File: src/hdl/timer_unit_regs.vh
`ifndef TIMER_UNIT_REGS_VH
`define TIMER_UNIT_REGS_VH
// ****************************************
// Register byte addresses
// ****************************************
`define ADDR_MODE_SEL 12'h000
`define ADDR_RUN_FLAGS 12'h004
`define ADDR_T2_OUT_DIR 12'h008
`define ADDR_T2_RUN_FLAGS 12'h00C
`define ADDR_T0_COUNT 12'h010
`define ADDR_T1_COUNT 12'h014
`define ADDR_T2_COUNT 12'h018
`define ADDR_T2_CAPTURE 12'h01C
`define ADDR_MISC_CTRL 12'h020
// ****************************************
// Field positions
// ****************************************
`define RF_OVF_ONE 7
`define RF_RUN_ONE 6
`define RF_OVF_ZERO 5
`define RF_RUN_ZERO 4
`define RF_EXT_FLAG_ONE 3
`define RF_EXT_TYPE_ONE 2
`define RF_EXT_FLAG_ZERO 1
`define RF_EXT_TYPE_ZERO 0
`define T2_OVF 7
`define T2_EXT 6
`define T2_RXCLK 5
`define T2_TXCLK 4
`define T2_TRIG_EN 3
`define T2_RUN 2
`define T2_FUNC 1
`define T2_CAPREL 0
`define T2M_CLKOUT 1
`define T2M_DOWN 0
// ****************************************
// Reset values and timing
// ****************************************
`define RST_BYTE 8'h00
`define RST_MISC 8'h01
`define CYC_SLOW 4'hB
`define CYC_FAST 4'h5
`endif

File: src/hdl/three_timer_counter_unit.v
`timescale 1ns/1ps
`include "timer_unit_regs.vh"
// Behaviour
// - Timer ticks per machine cycle, 12/6 clocks
// - Counter samples pin, counts high-to-low
// - Gate bit adds interrupt-pin high condition
// - Function bit selects cycles or pin
// - Modes: 13-bit, 16-bit, 8-bit reload
// - Mode 3 splits timer0, stops timer1
// - Overflow flags: hardware set, ack/software clear
// - Run bits only software controlled
// - Interrupt flag set on edge, ack clears
// - Type bit selects falling edge or level
// - Clock-out enable toggles pin on overflow when timer2 counts cycles
// - Down enable permits timer2 down count
// - Timer2 flag not set when baud clocked
// - Trigger falling edge sets external flag
// - External flag no interrupt in up/down
// - Clock selects route timer2 or timer1
// - Trigger capture/reload ignored unless enabled, not baud
// - Timer2 run bit starts and stops
// - Timer2 function bit selects cycles or pin
// - Capture on edge, or reload on overflow/edge
// - Baud clocking forces reload on overflow
// - 8-bit reload: low from high byte
// - Up/down direction follows trigger pin
// - Down overflow loads ones, up loads capture
// - Clock-out: square wave, no overflow interrupt
module three_timer_counter_unit (
	input wire REF_CLK_IN, // System clock
	input wire NRST_IN, // Async reset, active low
	input wire PSEL_IN, // APB select
	input wire PENABLE_IN, // APB enable
	input wire PWRITE_IN, // APB direction
	input wire [11:0] PADDR_IN, // APB byte address
	input wire [31:0] PWDATA_IN, // APB write data
	output wire [31:0] PRDATA_OUT, // APB read data
	output wire PREADY_OUT, // APB ready
	output wire PSLVERR_OUT, // APB error on unmapped address
	input wire COUNT_PIN_ZERO_IN, // Timer0 count pin
	input wire COUNT_PIN_ONE_IN, // Timer1 count pin
	input wire COUNT_PIN_TWO_IN, // Timer2 count pin
	input wire EXT_IRQ_PIN_ZERO_N_IN, // Ext interrupt 0, active low
	input wire EXT_IRQ_PIN_ONE_N_IN, // Ext interrupt 1, active low
	input wire CAPTURE_TRIGGER_PIN_IN, // Timer2 trigger pin
	input wire ACK_T0_IN, // Vector taken: timer0
	input wire ACK_T1_IN, // Vector taken: timer1
	input wire ACK_EXT0_IN, // Vector taken: ext 0
	input wire ACK_EXT1_IN, // Vector taken: ext 1
	output reg CLOCK_OUTPUT_PIN_OUT, // Clock output pin level
	output wire CLOCK_OUTPUT_PIN_OE_OUT, // Clock output enable
	output reg IRQ_T0_OUT, // Timer0 request
	output reg IRQ_T1_OUT, // Timer1 request
	output reg IRQ_EXT0_OUT, // Ext 0 request
	output reg IRQ_EXT1_OUT, // Ext 1 request
	output reg IRQ_T2_OUT, // Timer2 request
	output reg TX_BAUD_TICK_OUT, // Serial transmit clock pulse
	output reg RX_BAUD_TICK_OUT // Serial receive clock pulse
);
	// ****************************************
	// Registers and synchronisers
	// ****************************************
	reg [7:0] mode_sel_ff, run_flags_ff, t2_out_dir_ff, t2_run_flags_ff, misc_ff;
	reg [7:0] tl0_ff, th0_ff, tl1_ff, th1_ff;
	reg [15:0] t2_ff, cap_ff;
	reg [5:0] sync1_ff, sync2_ff, prev_ff;
	reg [3:0] phase_ff;
	reg [31:0] rdata_ff;
	reg slverr_ff;
	wire wr = PSEL_IN & PENABLE_IN & PWRITE_IN;
	// Read data is loaded in the setup cycle so that it stands at the access edge
	wire rd = PSEL_IN & ~PENABLE_IN & ~PWRITE_IN;
	// Pin bundle into two-flop synchroniser
	wire [5:0] pins = {CAPTURE_TRIGGER_PIN_IN, ~EXT_IRQ_PIN_ONE_N_IN, ~EXT_IRQ_PIN_ZERO_N_IN,
		COUNT_PIN_TWO_IN, COUNT_PIN_ONE_IN, COUNT_PIN_ZERO_IN};
	always @(posedge REF_CLK_IN or negedge NRST_IN) begin
		if (!NRST_IN) begin
			sync1_ff <= 6'h00;
			sync2_ff <= 6'h00;
		end else begin
			sync1_ff <= pins;
			sync2_ff <= sync1_ff;
		end
	end
	// Machine cycle strobe; misc bit 0 high selects 12 clocks
	wire [3:0] cyc_last = misc_ff[0] ? `CYC_SLOW : `CYC_FAST;
	wire mc = (phase_ff >= cyc_last);
	always @(posedge REF_CLK_IN or negedge NRST_IN) begin
		if (!NRST_IN)
			phase_ff <= 4'h0;
		else
			phase_ff <= mc ? 4'h0 : phase_ff + 4'h1;
	end
	// Sample history once per machine cycle; falling edge = old high, new low
	always @(posedge REF_CLK_IN or negedge NRST_IN) begin
		if (!NRST_IN)
			prev_ff <= 6'h00;
		else if (mc)
			prev_ff <= sync2_ff;
	end
	wire [5:0] fall = prev_ff & ~sync2_ff & {6{mc}};
	// Irq pins are held inverted here, so a falling pin shows as a rise
	wire [1:0] ext_edge = sync2_ff[4:3] & ~prev_ff[4:3] & {2{mc}};
	wire ext_irq_pin_zero_hi = ~sync2_ff[3];
	wire ext_irq_pin_one_hi = ~sync2_ff[4];
	// ****************************************
	// Timer 0 and 1 enables
	// ****************************************
	wire [1:0] m0 = mode_sel_ff[1:0];
	wire [1:0] m1 = mode_sel_ff[5:4];
	wire run0 = run_flags_ff[`RF_RUN_ZERO] & (~mode_sel_ff[3] | ext_irq_pin_zero_hi);
	wire run1 = run_flags_ff[`RF_RUN_ONE] & (~mode_sel_ff[7] | ext_irq_pin_one_hi);
	wire inc0 = run0 & (mode_sel_ff[2] ? fall[0] : mc);
	wire inc1 = run1 & (m1 != 2'b11) & (mode_sel_ff[6] ? fall[1] : mc);
	wire inc0h = run_flags_ff[`RF_RUN_ONE] & mc;
	reg ovf0, ovf1;
	reg [7:0] n_tl0, n_th0, n_tl1, n_th1;
	// Per-timer increment for modes 0-3, including the mode 3 split of timer0
	always @* begin
		n_tl0 = tl0_ff;
		n_th0 = th0_ff;
		n_tl1 = tl1_ff;
		n_th1 = th1_ff;
		ovf0 = 1'b0;
		ovf1 = 1'b0;
		if (inc0) begin
			case (m0)
				2'b00: begin
					n_tl0 = {3'h0, tl0_ff[4:0] + 5'h01};
					if (tl0_ff[4:0] == 5'h1F) begin
						n_th0 = th0_ff + 8'h01;
						ovf0 = (th0_ff == 8'hFF);
					end
				end
				2'b01: begin
					{n_th0, n_tl0} = {th0_ff, tl0_ff} + 16'h0001;
					ovf0 = ({th0_ff, tl0_ff} == 16'hFFFF);
				end
				2'b10: begin
					n_tl0 = (tl0_ff == 8'hFF) ? th0_ff : tl0_ff + 8'h01;
					ovf0 = (tl0_ff == 8'hFF);
				end
				default: begin
					n_tl0 = tl0_ff + 8'h01;
					ovf0 = (tl0_ff == 8'hFF);
				end
			endcase
		end
		if (m0 == 2'b11 && inc0h) begin
			n_th0 = th0_ff + 8'h01;
			ovf1 = (th0_ff == 8'hFF);
		end
		if (inc1) begin
			case (m1)
				2'b00: begin
					n_tl1 = {3'h0, tl1_ff[4:0] + 5'h01};
					if (tl1_ff[4:0] == 5'h1F) begin
						n_th1 = th1_ff + 8'h01;
						ovf1 = (th1_ff == 8'hFF);
					end
				end
				2'b01: begin
					{n_th1, n_tl1} = {th1_ff, tl1_ff} + 16'h0001;
					ovf1 = ({th1_ff, tl1_ff} == 16'hFFFF);
				end
				default: begin
					n_tl1 = (tl1_ff == 8'hFF) ? th1_ff : tl1_ff + 8'h01;
					ovf1 = (tl1_ff == 8'hFF);
				end
			endcase
		end
	end
	// Timer1 overflow gated by timer1 increment; in timer1 mode 0 a coincident split-mode overflow can also pass
	wire t1_baud = inc1 & ovf1;
	// ****************************************
	// Timer 2
	// ****************************************
	wire baud = t2_run_flags_ff[`T2_RXCLK] | t2_run_flags_ff[`T2_TXCLK];
	wire updown = t2_out_dir_ff[`T2M_DOWN] & ~t2_run_flags_ff[`T2_CAPREL] & ~baud;
	wire trig_hi = sync2_ff[5];
	wire inc2 = t2_run_flags_ff[`T2_RUN] & (t2_run_flags_ff[`T2_FUNC] ? fall[2] : mc);
	wire trig_ev = fall[5] & t2_run_flags_ff[`T2_TRIG_EN] & ~updown;
	wire up = ~updown | trig_hi;
	wire ovf2 = inc2 & (up ? (t2_ff == 16'hFFFF) : (t2_ff == cap_ff));
	wire clkout = t2_out_dir_ff[`T2M_CLKOUT] & ~t2_run_flags_ff[`T2_FUNC];
	reg [15:0] n_t2;
	// Timer2 counting, reload and capture selection
	always @* begin
		n_t2 = t2_ff;
		if (inc2)
			n_t2 = up ? t2_ff + 16'h0001 : t2_ff - 16'h0001;
		if (ovf2) begin
			if (updown)
				n_t2 = up ? cap_ff : 16'hFFFF;
			else if (baud || !t2_run_flags_ff[`T2_CAPREL])
				n_t2 = cap_ff;
		end
		if (trig_ev && !baud && !t2_run_flags_ff[`T2_CAPREL])
			n_t2 = cap_ff;
	end
	wire capture = trig_ev & ~baud & t2_run_flags_ff[`T2_CAPREL];
	// ****************************************
	// APB slave
	// ****************************************
	wire sel_known = (PADDR_IN[11:2] <= 10'h008) && (PADDR_IN[1:0] == 2'b00);
	assign PREADY_OUT = 1'b1;
	assign PRDATA_OUT = rdata_ff;
	assign PSLVERR_OUT = PSEL_IN & PENABLE_IN & ~sel_known;
	assign CLOCK_OUTPUT_PIN_OE_OUT = clkout;
	reg [31:0] rmux;
	// Read mux of live state
	always @* begin
		case (PADDR_IN)
			`ADDR_MODE_SEL: rmux = {24'h0, mode_sel_ff};
			`ADDR_RUN_FLAGS: rmux = {24'h0, run_flags_ff};
			`ADDR_T2_OUT_DIR: rmux = {30'h0, t2_out_dir_ff[1:0]};
			`ADDR_T2_RUN_FLAGS: rmux = {24'h0, t2_run_flags_ff};
			`ADDR_T0_COUNT: rmux = {16'h0, th0_ff, tl0_ff};
			`ADDR_T1_COUNT: rmux = {16'h0, th1_ff, tl1_ff};
			`ADDR_T2_COUNT: rmux = {16'h0, t2_ff};
			`ADDR_T2_CAPTURE: rmux = {16'h0, cap_ff};
			`ADDR_MISC_CTRL: rmux = {31'h0, misc_ff[0]};
			default: rmux = 32'h0;
		endcase
	end
	wire w_rf = wr & (PADDR_IN == `ADDR_RUN_FLAGS);
	wire w_t2 = wr & (PADDR_IN == `ADDR_T2_RUN_FLAGS);
	// Flag next values: hardware set wins over clear
	wire ext0_set = run_flags_ff[`RF_EXT_TYPE_ZERO] ? ext_edge[0] : sync2_ff[3];
	wire ext1_set = run_flags_ff[`RF_EXT_TYPE_ONE] ? ext_edge[1] : sync2_ff[4];
	reg [7:0] nxt_rf, nxt_t2f;
	always @* begin
		nxt_rf = w_rf ? PWDATA_IN[7:0] : run_flags_ff;
		if (ACK_T0_IN)
			nxt_rf[`RF_OVF_ZERO] = 1'b0;
		if (ACK_T1_IN)
			nxt_rf[`RF_OVF_ONE] = 1'b0;
		if (ACK_EXT0_IN)
			nxt_rf[`RF_EXT_FLAG_ZERO] = 1'b0;
		if (ACK_EXT1_IN)
			nxt_rf[`RF_EXT_FLAG_ONE] = 1'b0;
		if (ovf0)
			nxt_rf[`RF_OVF_ZERO] = 1'b1;
		if (ovf1)
			nxt_rf[`RF_OVF_ONE] = 1'b1;
		if (ext0_set)
			nxt_rf[`RF_EXT_FLAG_ZERO] = 1'b1;
		if (ext1_set)
			nxt_rf[`RF_EXT_FLAG_ONE] = 1'b1;
		nxt_t2f = w_t2 ? PWDATA_IN[7:0] : t2_run_flags_ff;
		if (ovf2 && !baud && !clkout)
			nxt_t2f[`T2_OVF] = 1'b1;
		if (fall[5] && t2_run_flags_ff[`T2_TRIG_EN] && !updown)
			nxt_t2f[`T2_EXT] = 1'b1;
		if (ovf2 && updown)
			nxt_t2f[`T2_EXT] = ~t2_run_flags_ff[`T2_EXT];
	end
	// Register update
	always @(posedge REF_CLK_IN or negedge NRST_IN) begin
		if (!NRST_IN) begin
			mode_sel_ff <= `RST_BYTE;
			run_flags_ff <= `RST_BYTE;
			t2_out_dir_ff <= `RST_BYTE;
			t2_run_flags_ff <= `RST_BYTE;
			misc_ff <= `RST_MISC;
			tl0_ff <= `RST_BYTE;
			th0_ff <= `RST_BYTE;
			tl1_ff <= `RST_BYTE;
			th1_ff <= `RST_BYTE;
			t2_ff <= 16'h0000;
			cap_ff <= 16'h0000;
			rdata_ff <= 32'h0;
			CLOCK_OUTPUT_PIN_OUT <= 1'b0;
			IRQ_T0_OUT <= 1'b0;
			IRQ_T1_OUT <= 1'b0;
			IRQ_EXT0_OUT <= 1'b0;
			IRQ_EXT1_OUT <= 1'b0;
			IRQ_T2_OUT <= 1'b0;
			TX_BAUD_TICK_OUT <= 1'b0;
			RX_BAUD_TICK_OUT <= 1'b0;
		end else begin
			run_flags_ff <= nxt_rf;
			t2_run_flags_ff <= nxt_t2f;
			if (wr && PADDR_IN == `ADDR_MODE_SEL)
				mode_sel_ff <= PWDATA_IN[7:0];
			if (wr && PADDR_IN == `ADDR_T2_OUT_DIR)
				t2_out_dir_ff <= {6'h00, PWDATA_IN[1:0]};
			if (wr && PADDR_IN == `ADDR_MISC_CTRL)
				misc_ff <= {7'h00, PWDATA_IN[0]};
			if (wr && PADDR_IN == `ADDR_T0_COUNT) begin
				tl0_ff <= PWDATA_IN[7:0];
				th0_ff <= PWDATA_IN[15:8];
			end else begin
				tl0_ff <= n_tl0;
				th0_ff <= n_th0;
			end
			if (wr && PADDR_IN == `ADDR_T1_COUNT) begin
				tl1_ff <= PWDATA_IN[7:0];
				th1_ff <= PWDATA_IN[15:8];
			end else begin
				tl1_ff <= n_tl1;
				th1_ff <= n_th1;
			end
			if (wr && PADDR_IN == `ADDR_T2_COUNT)
				t2_ff <= PWDATA_IN[15:0];
			else
				t2_ff <= n_t2;
			if (wr && PADDR_IN == `ADDR_T2_CAPTURE)
				cap_ff <= PWDATA_IN[15:0];
			else if (capture)
				cap_ff <= t2_ff;
			if (rd)
				rdata_ff <= rmux;
			if (ovf2 && clkout)
				CLOCK_OUTPUT_PIN_OUT <= ~CLOCK_OUTPUT_PIN_OUT;
			IRQ_T0_OUT <= run_flags_ff[`RF_OVF_ZERO];
			IRQ_T1_OUT <= run_flags_ff[`RF_OVF_ONE];
			IRQ_EXT0_OUT <= run_flags_ff[`RF_EXT_FLAG_ZERO];
			IRQ_EXT1_OUT <= run_flags_ff[`RF_EXT_FLAG_ONE];
			IRQ_T2_OUT <= t2_run_flags_ff[`T2_OVF] | (t2_run_flags_ff[`T2_EXT] & ~updown);
			TX_BAUD_TICK_OUT <= t2_run_flags_ff[`T2_TXCLK] ? ovf2 : t1_baud;
			RX_BAUD_TICK_OUT <= t2_run_flags_ff[`T2_RXCLK] ? ovf2 : t1_baud;
		end
	end
endmodule // three_timer_counter_unit

File: config.mk
export PLATFORM = sky130hd
export DESIGN_NAME = three_timer_counter_unit
export DESIGN_NICKNAME = d
export VERILOG_FILES = /design/src/hdl/three_timer_counter_unit.v
export VERILOG_INCLUDE_DIRS = /design/src /design/src/hdl
export SDC_FILE = /design/constraint.sdc
export NUM_CORES = 1
export LEC_CHECK = 0
export BUFFER_PORTS_ARGS = -buffer_cell sky130_fd_sc_hd__buf_2
export CAP_MARGIN = 20
export CELL_PAD_IN_SITES_DETAIL_PLACEMENT = 1
export CELL_PAD_IN_SITES_GLOBAL_PLACEMENT = 1
export CORE_ASPECT_RATIO = 1.2
export CORE_MARGIN = 3
export CORE_UTILIZATION = 45
export DETAILED_ROUTE_END_ITERATION = 16
export PLACE_DENSITY = 0.85
export SYNTH_ARGS = -nofsm -noshare
export SYNTH_HDL_FRONTEND = slang
export SYNTH_SLANG_ARGS = --single-unit
File: constraint.sdc
create_clock -name REF_CLK_IN -period 5.38 [get_ports REF_CLK_IN]
set_input_delay 1.345 -clock REF_CLK_IN [delete_from_list [all_inputs] [get_ports REF_CLK_IN]]
set_output_delay 1.345 -clock REF_CLK_IN [all_outputs]
set_load 0.02 [all_outputs]
After elaboration in Yosys (flattened, before gate mapping)
Cells that the tools add are included.

Bits in registers: 153. Bits of input ports: 59. Output and inout bits: 43. Logic and storage cells: 216.

$add $sub $neg: 11. Magnitude comparators: 2. Equal/unequal tests: 25. Muxes and demuxes: 58. Bitwise logic cells: 50. Reductions and logical operators: 40.

Operator list (count): $mux 16 (10); $pmux 16 s9 (1); $mux 8 (15); $add 16x1->16 const B (3); $eq 12x5->1 const B (4); $eq 16x16->1 const B (3); $pmux 8 s2 (3); $add 8x1->8 const B (4); $eq 8x8->1 const B (4); $and 1x1->1 (24); $eq 12x4->1 const B (2); $mux 1 (24); $pmux 8 s3 (1); $reduce_bool 3->1 (7); $logic_and 1x1->1 (17); $eq 16x16->1 (1); $sub 16x1->16 const B (1); $not 1->1 (15); $and 6x6->6 (2); $eq 12x3->1 const B (1); $eq 12x6->1 const B (1); $logic_not 12->1 (1); $add 5x1->5 const B (2); $eq 5x5->1 const B (2); 20 further kinds (38).

Logic depth before layout (Yosys ltp)
Depth in word-level cells: 12. Gate-level depth with buffers: 14. Depth with buffers taken out: 11.

Worst setup path before layout
Ideal clock, no wire load.

Kind: input to output. Start: input PADDR_IN[11]. End: output PSLVERR_OUT. Data arrival time: 2.591 ns. Data required time: 4.035 ns. Slack: 1.444 ns. Cell stages on the path: 5. Path buffers: 0. Cell sequence: or4_1 > nor2_1 > nand2_1 > nor3_1 > a211oi_1.

Cells in the longest elaborated chain, start to end: 4.

RTL lines: start: declaration (RTL line three_timer_counter_unit.v:35) `input wire [11:0] PADDR_IN,`; $le 10x4->1 (RTL line three_timer_counter_unit.v:205) `wire sel_known = (PADDR_IN[11:2] <= 10'h008) && (PADDR_IN[1:0] == 2'b00);`; $logic_and 1x1->1 (RTL line three_timer_counter_unit.v:205); $not 1->1 (RTL line three_timer_counter_unit.v:208) `assign PSLVERR_OUT = PSEL_IN & PENABLE_IN & ~sel_known;`; $and 1x1->1 (RTL line three_timer_counter_unit.v:208); end: declaration (RTL line three_timer_counter_unit.v:39) `output wire PSLVERR_OUT,`.

No other way between the ends.

Final worst setup path
Same ends and word-level chain as after synthesis.

==> results.txt <==
* Via total after detailed routing: 8274
- By count the netlist is led by nand2_1, dfrtp_1, o21ai_0.
- Area occupied by multi-input gates: 0.004751 sq mm
- Worst hold path class: register to register
- Gates resized during post-CTS repair numbered 0.
- Sequential fraction of the synthesis area: 0.4001
- The HPWL after detailed placement is 21730 um.
- Antenna Nets Post-Route: 0
* Routed length per instance: 23.80 um
* Total Die Area: 0.02075 sq mm
- After detailed routing, the number of remaining DRC violations is 0.
* Final core area utilization: 0.5206
* Final critical delay including setup and external delays: 4402 ps
- Number of I/O port buffers: 68
- Setup violators final: 0
- Summing all non-filler instances in the final layout gives an area of 0.009602 sq mm.
- The clock net in this run drives a total of 137 sinks.
- Number of global-route vias before repair: 8539
- The die is 157.2 um tall.
- Across every metal layer, demand over resource in global routing totals 0.2949.
* Fillers: 2197
* Cell type contributing the most total cell area after synthesis: dfrtp_1
* Final Cycle Share: 0.8182
* Clock latency of the later-clocked register in the worst-skew pair: 440 ps
- Most numerous cell in the Yosys netlist: nand2_1
* Horiz. Die Dim: 132.0 um
* Total of max-cap violations: 0
- Number of antenna violations at the first check in global routing: 0
- Of the post-synthesis cell area, the dominant cell type holds 0.3970.
- Number of flops mapped to enable cells by yosys: 0
* Peak fanout along the critical path: 4
* Pwr/cell area: 268.0 mW/mm^2
- Area after DPL: 0.009034 sq mm
* Max Clock Freq: 0.2272 GHz
- Synthesis produced a netlist whose cell count is 982.
- Clock tree from TritonCTS: built
- For this block, the initial DRC count from the detailed router was 792.
- Clock input transition at the sequential cells of the worst setup and hold paths: 60 ps
- Post-synthesis cell type count: 75
- Arrival time at the worst endpoint: 3060 ps
* Site row count: 54
- At the worst endpoint, the required time is 4030 ps.
* Num CTS Buffers: 17
- Count of final max-slew check failures: 0
- Max-slew headroom at the worst pin: 0.2802
* CTS Root Buffer Type: clkbuf_16
- Antenna diode count: 0
- Ratio of cells with drive above 1 in the final layout: 0.1552
- For this run, the number of Yosys warnings is 0.
* Total gr overflow: 0
- The first detailed-routing pass ran for 5 iterations.
* Buffer levels on the longest clock path: 2
- Relative to the synthesized area, the layout overhead comes to 12.01%.
- Main synth FF type: dfrtp_1
- Area of the core region: 0.01845 sq mm
* Effective utilization at floorplan: 0.4647
- Worst Setup End Kind: output pin
- Critical setup path kind: input pin to output pin
* Leakage dissipation: 3.887 nW
- Outcome: finished, final reports clean
- After synthesis, the share of flip-flops with an asynchronous set or reset is 1.000.
- 102 I/O pins were placed.
* Number of levels the H-tree was split into: 4
- Setup Total Neg Slack: 0 ps
* Drt via density: 6.449
* Unrepaired setup endpoints after global routing: no
- Area of all sequential standard cells: 0.003430 sq mm
* Placer's final routability congestion estimate: 0.9661
- Buffers added to address setup during post-CTS repair amount to 0.
- By area the synthesized netlist is led by dfrtp_1, nand2_1, o21ai_0, mux2i_1, mux2_2.
- The final layout contains routed wiring with a total length of 30540 um.
- After synthesis the netlist holds a flip-flop and latch count of 137.
- Pin count of the biggest net entering global routing: 106
- VDD sags by at most 0.1446 mV.
- Average cell area after synthesis: 8.729 sq um
- Summing every instance area after synthesis gives 0.008572 sq mm.
* Nature of the critical path startpoint: input pin
- CTS hold repair buffers: 0
* Layout Skew: 10.03 ps
- Final net count: 1088
* Endpoints failing hold: 0
- Worst Max-Slew Pin Slew: 1072 ps
- First-pass GRT wire length: 47840 um
==> routing by layer <==
layer | part of all wire | track usage
met3 | 0.062 | 0.04572
met1 | 0.38 | 0.3434
met2 | 0.51 | 0.5328
met4 | 0.049 | 0.1431
met5 | 0 | 0
==> cell type report <==
cell class                 instances  share of cell area
inverter                          19            0.007428
timing repair buffer              85             0.04939
tap                              252             0.03284
sequential                       137              0.3572
multi-input combinational        758              0.4948
clock buffer                      20             0.04756
clock inverter                    12             0.01082
==> stage by stage <==
stage / total power [mW] / std cells / setup slack, ps / hold slack, ps
2_1_floorplan: 1.323 / 997 / 1444 / 331.2
3_3_place_gp: 1.436 / 1250 / 1103 / 333.3
3_5_place_dp: 1.456 / 1250 / 1024 / 338.6
4_1_cts: 2.582 / 1282 / 1006 / 354.2
5_1_grt: 2.670 / 1283 / 888.7 / 358.4
6_report: 2.574 / 1283 / 978.3 / 350.4
==> sequential cells by signal (all words and copies together) (netlist names), 2 cells and up <==
name / flops
sync1_ff: 6
sync2_ff: 6
phase_ff: 4
PRDATA_OUT: 16
prev_ff: 6
mode_sel_ff: 8
run_flags_ff: 8
tl0_ff: 8
th1_ff: 8
th0_ff: 8
t2_run_flags_ff: 8
tl1_ff: 8
cap_ff: 16
t2_out_dir_ff: 2
t2_ff: 16
==> report_power, final <==
part	switching [mW]	internal, mW	leakage [nW]
Combinational	0.222	0.0963	2.02
Clock	0.504	0.627	0.267
Sequential	0.0443	1.08	1.59
Total	0.770	1.80	3.89
==> path summary, 6_finish.rpt <==
check                                   start  cells past startpoint  slack, ps             end
max in group asynchronous             NRST_IN                      2       3300  PRDATA_OUT[11]
setup / recovery                 PADDR_IN[11]                      7        980     PSLVERR_OUT
min in group asynchronous             NRST_IN                      1       1030     sync2_ff[1]
setup reg to reg           t2_run_flags_ff[4]                     12       1310       t2_ff[12]
hold / removal                    sync1_ff[5]                      0        350     sync2_ff[5]
hold reg to reg                   sync1_ff[5]                      0        350     sync2_ff[5]
==> cell usage in the layout, fill, tap and decap left out, drive strengths merged, types with 6 or more instances in the layout <==
cell type,count
o22ai,12
mux2i,26
buf,85
a221oi,7
nor2,64
nor3,30
o31ai,7
o21a,7
nand2,138
xnor2,24
nand2b,7
conb,17
and2,11
clkbuf,20
inv,27
xor2,21
ha,11
nor4,19
and3,12
dfrtp,136
a31oi,11
a21oi,46
a21boi,13
nand4,21
o21ai,83
mux2,21
a21o,6
or4,13
o211ai,11
a22oi,17
a222oi,17
nand3,28
==> critical path, stage by stage <==
cell      delay, ps
buf_2           100
or4_1           610
nor2_1          250
nand2_1         110
nor3_1          370
a211oi_1         90
buf_2           180
==> cell families after synthesis <==
kind of cell | share of synthesized area
other cells | 0.0008761
xor+xnor | 0.04598
simple gates | 0.2211
flops | 0.4001
buf+inv | 0.05415
compound gates | 0.2038
mux | 0.05795
fa+ha+maj | 0.01606
(Power assumes the default switching activity.)
